**src/core/pmic_ctl_regs.svh**
```systemverilog
// Purpose: Offsets, field positions and reset values of the control, resume and unlock registers.
// Assumes: Registers are eight bits wide and reached by an eight-bit subaddress.
// Notes: Definitions only.
`ifndef PMIC_CTL_REGS_SVH
`define PMIC_CTL_REGS_SVH

// ==========================================================================
// Register offsets
`define POWER_CONTROL_OFS 8'h06
`define RESUME_FLAGS_OFS 8'h07
`define UNLOCK_KEY_OFS 8'h10

// ==========================================================================
// Field positions
`define COIN_CELL_ACQ_START_BIT 0
`define POWER_FAIL_SHUTDOWN_EN_BIT 1

// ==========================================================================
// Reset values
`define POWER_CONTROL_RST 8'h00
`define RESUME_FLAGS_RST 8'h00
`define UNLOCK_KEY_RST 8'h00
`define READ_ZERO 8'h00

`endif

```
**src/core/pmic_ctl_pkg.sv**
```systemverilog
// Purpose: Types shared by the control, resume and unlock register block.
// Assumes: Nothing beyond the register header.
// Notes: Power states are the sequencer view seen by this block.
package pmic_ctl_pkg;
  typedef logic [7:0] byte_t;
  typedef enum logic [1:0] {
    PWR_OFF,
    PWR_ACTIVE,
    PWR_SUSPEND
  } pwr_state_t;
endpackage

```
**src/core/pmic_ctl_regs.sv**
```systemverilog
// Purpose: Control, resume flag and unlock key registers of a power manager.
// Assumes: The serial interface decodes a transfer into one-cycle rd_en/wr_en strobes with addr and wdata.
// Notes: Read data appears one cycle after rd_en and holds until the next read.
`timescale 1ns/10ps
`default_nettype none
`include "pmic_ctl_regs.svh"

module pmic_ctl_regs (
  input wire logic mclk,
  input wire logic rst_n,
  input wire logic rd_en,
  input wire logic wr_en,
  input wire pmic_ctl_pkg::byte_t addr,
  input wire pmic_ctl_pkg::byte_t wdata,
  output var pmic_ctl_pkg::byte_t rdata,
  input wire logic power_fail_out_n,
  input wire pmic_ctl_pkg::pwr_state_t pwr_state,
  input wire pmic_ctl_pkg::byte_t suspend_enables,
  output var logic power_fail_shutdown_en,
  output var logic coin_cell_acq_start,
  output var logic power_fail_off_req,
  output var logic unlock_key_wr,
  output var pmic_ctl_pkg::byte_t unlock_key_value
);
  import pmic_ctl_pkg::*;

  // ==========================================================================
  // Register state
  logic shut_en_r, shut_en_nxt;
  logic acq_r, acq_nxt;
  logic off_req_r, off_req_nxt;
  byte_t flags_r, flags_nxt;
  byte_t key_r, key_nxt;
  logic key_wr_r, key_wr_nxt;
  byte_t rdata_r, rdata_nxt;
  pwr_state_t prev_state_r, prev_state_nxt;
  logic wr_ctl, wr_key, power_up;

  function automatic logic hit(input byte_t a, input byte_t ofs);
    hit = (a == ofs);
  endfunction

  // ==========================================================================
  // Address decode
  always_comb begin
    wr_ctl = wr_en && hit(addr, `POWER_CONTROL_OFS);
    wr_key = wr_en && hit(addr, `UNLOCK_KEY_OFS);
    power_up = (pwr_state == PWR_ACTIVE) && (prev_state_r != PWR_ACTIVE);
  end

  // ==========================================================================
  // Control register and power-fail shutdown request
  always_comb begin
    shut_en_nxt = shut_en_r;
    if (wr_ctl) begin
      shut_en_nxt = wdata[`POWER_FAIL_SHUTDOWN_EN_BIT];
    end
    // The start bit lives for one cycle only, which is the trigger pulse itself.
    acq_nxt = wr_ctl && wdata[`COIN_CELL_ACQ_START_BIT];
    // The request is gated by the enable so a disabled shutdown leaves the state alone.
    off_req_nxt = shut_en_r && !power_fail_out_n;
  end

  always_ff @(posedge mclk or negedge rst_n) begin
    if (!rst_n) begin
      shut_en_r <= 1'b0;
      acq_r <= 1'b0;
      off_req_r <= 1'b0;
    end else begin
      shut_en_r <= shut_en_nxt;
      acq_r <= acq_nxt;
      off_req_r <= off_req_nxt;
    end
  end

  // ==========================================================================
  // Resume flags
  always_comb begin
    prev_state_nxt = pwr_state;
    flags_nxt = flags_r;
    if (power_up) begin
      // Bit order of suspend_enables is out3,out2,out1,linreg,conv4..conv1.
      flags_nxt = (prev_state_r == PWR_SUSPEND) ? suspend_enables : `RESUME_FLAGS_RST;
    end
  end

  always_ff @(posedge mclk or negedge rst_n) begin
    if (!rst_n) begin
      flags_r <= `RESUME_FLAGS_RST;
      // Reset counts as OFF, so the first entry to ACTIVE clears the flags.
      prev_state_r <= PWR_OFF;
    end else begin
      flags_r <= flags_nxt;
      prev_state_r <= prev_state_nxt;
    end
  end

  // ==========================================================================
  // Unlock key
  always_comb begin
    key_nxt = wr_key ? wdata : key_r;
    // The strobe tells the protection, seal and default logic that a key byte arrived.
    key_wr_nxt = wr_key;
  end

  always_ff @(posedge mclk or negedge rst_n) begin
    if (!rst_n) begin
      key_r <= `UNLOCK_KEY_RST;
      key_wr_r <= 1'b0;
    end else begin
      key_r <= key_nxt;
      key_wr_r <= key_wr_nxt;
    end
  end

  // ==========================================================================
  // Read data
  always_comb begin
    rdata_nxt = rdata_r;
    if (rd_en) begin
      case (addr)
        `POWER_CONTROL_OFS: rdata_nxt = {6'h00, shut_en_r, acq_r};
        `RESUME_FLAGS_OFS: rdata_nxt = flags_r;
        `UNLOCK_KEY_OFS: rdata_nxt = `READ_ZERO;
        default: rdata_nxt = `READ_ZERO;
      endcase
    end
  end

  always_ff @(posedge mclk or negedge rst_n) begin
    if (!rst_n) begin
      rdata_r <= `READ_ZERO;
    end else begin
      rdata_r <= rdata_nxt;
    end
  end

  // ==========================================================================
  // Outputs
  assign rdata = rdata_r;
  assign power_fail_shutdown_en = shut_en_r;
  assign coin_cell_acq_start = acq_r;
  assign power_fail_off_req = off_req_r;
  assign unlock_key_wr = key_wr_r;
  assign unlock_key_value = key_r;

  // ==========================================================================
  // Decode for the checks
  // The checks keep their own decode so a slip in the strobes above cannot hide itself.
  logic rd_ctl_c, rd_flags_c, rd_key_c, rd_other_c, wr_ctl_c, wr_key_c, wr_flags_c;
  always_comb begin
    rd_ctl_c = rd_en && hit(addr, `POWER_CONTROL_OFS);
    rd_flags_c = rd_en && hit(addr, `RESUME_FLAGS_OFS);
    rd_key_c = rd_en && hit(addr, `UNLOCK_KEY_OFS);
    rd_other_c = rd_en && !rd_ctl_c && !rd_flags_c && !rd_key_c;
    wr_ctl_c = wr_en && hit(addr, `POWER_CONTROL_OFS);
    wr_key_c = wr_en && hit(addr, `UNLOCK_KEY_OFS);
    wr_flags_c = wr_en && hit(addr, `RESUME_FLAGS_OFS);
  end
endmodule
`default_nettype wire

```
**config.mk**
```make
export PLATFORM = sky130hd
export DESIGN_NAME = pmic_ctl_regs
export DESIGN_NICKNAME = d
export VERILOG_FILES = /design/src/core/pmic_ctl_pkg.sv /design/src/core/pmic_ctl_regs.sv
export VERILOG_INCLUDE_DIRS = /design/src /design/src/core
export SDC_FILE = /design/constraint.sdc
export NUM_CORES = 1
export LEC_CHECK = 0
export ABC_CLOCK_PERIOD_IN_PS = 1300
export BUFFER_PORTS_ARGS = -buffer_cell sky130_fd_sc_hd__buf_4
export CORE_ASPECT_RATIO = 1.25
export CORE_UTILIZATION = 46
export DETAILED_ROUTE_END_ITERATION = 7
export PLACE_DENSITY = 0.88
export SLEW_MARGIN = 10
export SYNTH_ARGS = -nofsm -noshare
export SYNTH_HDL_FRONTEND = slang
export SYNTH_SLANG_ARGS = --single-unit
```
**constraint.sdc**
```tcl
create_clock -name mclk -period 1.3 [get_ports mclk]
set_input_delay 0.13 -clock mclk [delete_from_list [all_inputs] [get_ports mclk]]
set_output_delay 0.13 -clock mclk [all_outputs]
set_load 0.03 [all_outputs]
```
==> impl_metrics.ini <==
[final_layout]
syn2layout_area_growth_pct = 44.51
finish.utilization_pct = 70.62
diodes = 0
final_common_cell = buf_4
mostFrequentLayoutCells = 53 x buf_4, 30 x dfrtp_1, 11 x mux2_2
nFillCells = 181
final_nets = 181
layout-drive-gt1-share_pct = 48.34

[die]
coreArea_um2 = 2427
pin_count = 51
die_h_um = 58.78
dieWidth_um = 47.42
die_area_um2 = 2787
start_util_pct = 48.87
rows = 20

[critical_path]
cp_slowest_cell = dlygate4sd3_1
timing.rr.start = prev_state_r[0]$_DFF_PN0_
critical_path_class = in -> reg
cp.required_ps = 1510
start_kind = input pin
cp.arrival_ps = 1370
cp_cell_sequence = dlygate4sd3_1, buf_4, nand3b_1, a22o_1
cp_max_fo = 8
cp-end-kind = flip-flop
critPathMaxStageDelay_ps = 530
crit_start = pwr_state[1]

[grt]
grt_pass1_vias = 885
grt-ovfl-total = 0
antenna_found_initial = 0
grtUsageTotal_pct = 21.43
grt_pass1_wl_um = 3974
grt_max_degree = 31

[placement]
finalWeightedCongestion = 0.6194
port_buffers = 50
dp_hpwl_um = 1888

[timing]
skew_ps = 17.36
post-route-min-period_ps = 1163
rsz0062_at_grt = no
fin_crit_sh_pct = 89.47
relSlewSlack_pct = 75.14
hold_violations = 0
slew_violations = 0
final-setup-viol-count = 0
holdWs_ps = 31.33
max_freq_ghz = 0.8598
tightest_slew_ps = 372.9

[routing]
routed_via_density = 4.951
dr.pass1.iters = 4
drt_wl_total_um = 2660
num_vias = 911
drtIter0Drc = 21
route.detailed.wl_per_inst_um = 14.46
drtAntennaViolNets = 0
drc = 0

[yosys]
synth_seq_cells = 30
yosys-top-cells-area = dfrtp_1 63%, mux2_2 10%, a22o_1 5.9%, o22ai_1 4.2%, inv_1 2.8%
ys.warnings.count = 0
synth_cell_types = 18
netlist_area_um2 = 1186
synth_top_area_share_pct = 63.29
syn_nets = 120
synth_cells = 89
synth_seq_area_share_pct = 63.29
synth_area_per_cell_um2 = 13.33
synth_area_leader_cell = dfrtp_1

[clocking]
cts-root-buf = clkbuf_4
clockBufferDepth = 2
cts_setup_buffers = 0
cts_resized = 0
cts.sinks = 30
cts_buffers = 5
worstSkewPairLatency_ps = 330
holdBufCountCts = 4
cts_tree = done
clk_pin_slew_ps = 100
htree_levels = 2

[worst_hold_path]
hold_class = in -> reg
hold_start = wdata[4]

[power_and_ir_drop]
p_leak_nw = 0.9118
p_per_area_nw_per_um2 = 1052
peakVddDrop_v = 0.0008260

[status]
status = completed

[job]
timing.max_cap.violations = 0
[worst max-delay path, delay by kind of cell]
family,cells,cell delay [ps]
buf+inv,2,670
simple gates,1,300
compound gates,1,270
[synth_stat cells]
library cell  instances
clkbuf_1              3
and2_1                1
and3b_1               1
dfrtp_1              30
nor3b_1               1
nor4_4                1
inv_1                 9
a22o_1                8
nand4b_4              1
nand3b_1              1
nor2b_1               1
nand3_1               1
nor4bb_1              1
nand2_1               9
o22ai_1               8
mux2_2               11
and4b_1               1
nand2b_1              1
[path summary, 6_finish.rpt]
| check | endpoint | slack [ps] | cells past startpoint |
|---|---|---|---|
| setup / recovery | flags_r[6]$_DFFE_PN0P_ | 140 | 4 |
| hold / removal | unlock_key_value[4]$_DFFE_PN0P_ | 30 | 2 |
| setup reg to reg | flags_r[6]$_DFFE_PN0P_ | 230 | 3 |
| hold reg to reg | flags_r[7]$_DFFE_PN0P_ | 510 | 1 |
| max in group asynchronous | unlock_key_value[6]$_DFFE_PN0P_ | 750 | 2 |
| min in group asynchronous | unlock_key_value[1]$_DFFE_PN0P_ | 260 | 2 |
[cell type report]
cell class | instances | area [um^2] | share of cell area [%]
repair buffers | 57 | 437.9 | 25.55
well taps | 33 | 41.29 | 2.409
multi-input cells | 47 | 390.4 | 22.77
inverters | 9 | 33.78 | 1.971
clock buffers | 7 | 55.05 | 3.212
flip-flops and latches | 30 | 750.7 | 43.80
clock inverters | 1 | 5.005 | 0.2920
[power by group]
part           switching (W)  internal [W]
clock network       0.000308      0.000262
registers          0.0000251      0.000974
logic               0.000107      0.000128
total               0.000440       0.00136
[sequential cells by signal, indices dropped and copies added (netlist names)]
register                count
coin_cell_acq_start         1
flags_r                     8
power_fail_off_req          1
power_fail_shutdown_en      1
prev_state_r                2
rdata                       8
unlock_key_value            8
unlock_key_wr               1
[cell families (layout without fill, tap and decap cells)]
kind of cell	Yosys count	count (layout)	share of synthesized area (%)
muxes	11	11	10.44
and+or+nand+nor	20	20	12.34
AOI/OAI and AO/OA	16	16	10.13
DFF	30	30	63.29
buffers and inverters	12	74	3.797
[routing by layer]
layer / share of wire, % / wire length [um] / GRT usage [%] / up-vias
met1: 39 / 1025 / 27.12 / 440
li1: - / - / - / 432
met2: 55 / 1453 / 33.27 / 35
met3: 5.5 / 145 / 6.135 / 4
met4: 1.4 / 36 / 9.796 / 0
met5: 0 / 0 / 0 / -
[stage by stage]
| stage | cells | total power [W] | cell area [um^2] | setup WS (ps) | TNS (ps) |
|---|---|---|---|---|---|
| finish | 184 | 0.001803 | 1714 | 136.9 | 0 |
| global placement | 172 | 0.001231 | 1614 | -18.05 | -18.05 |
| detailed placement | 172 | 0.001242 | 1614 | -70.42 | -327.9 |
| global route | 184 | 0.001888 | 1714 | 85.85 | 0 |
| floorplan | 89 | 0.001104 | 1186 | 120.6 | 0 |
| CTS | 184 | 0.001814 | 1714 | 131.6 | 0 |
Note: power is estimated with default switching activity, not from simulation.
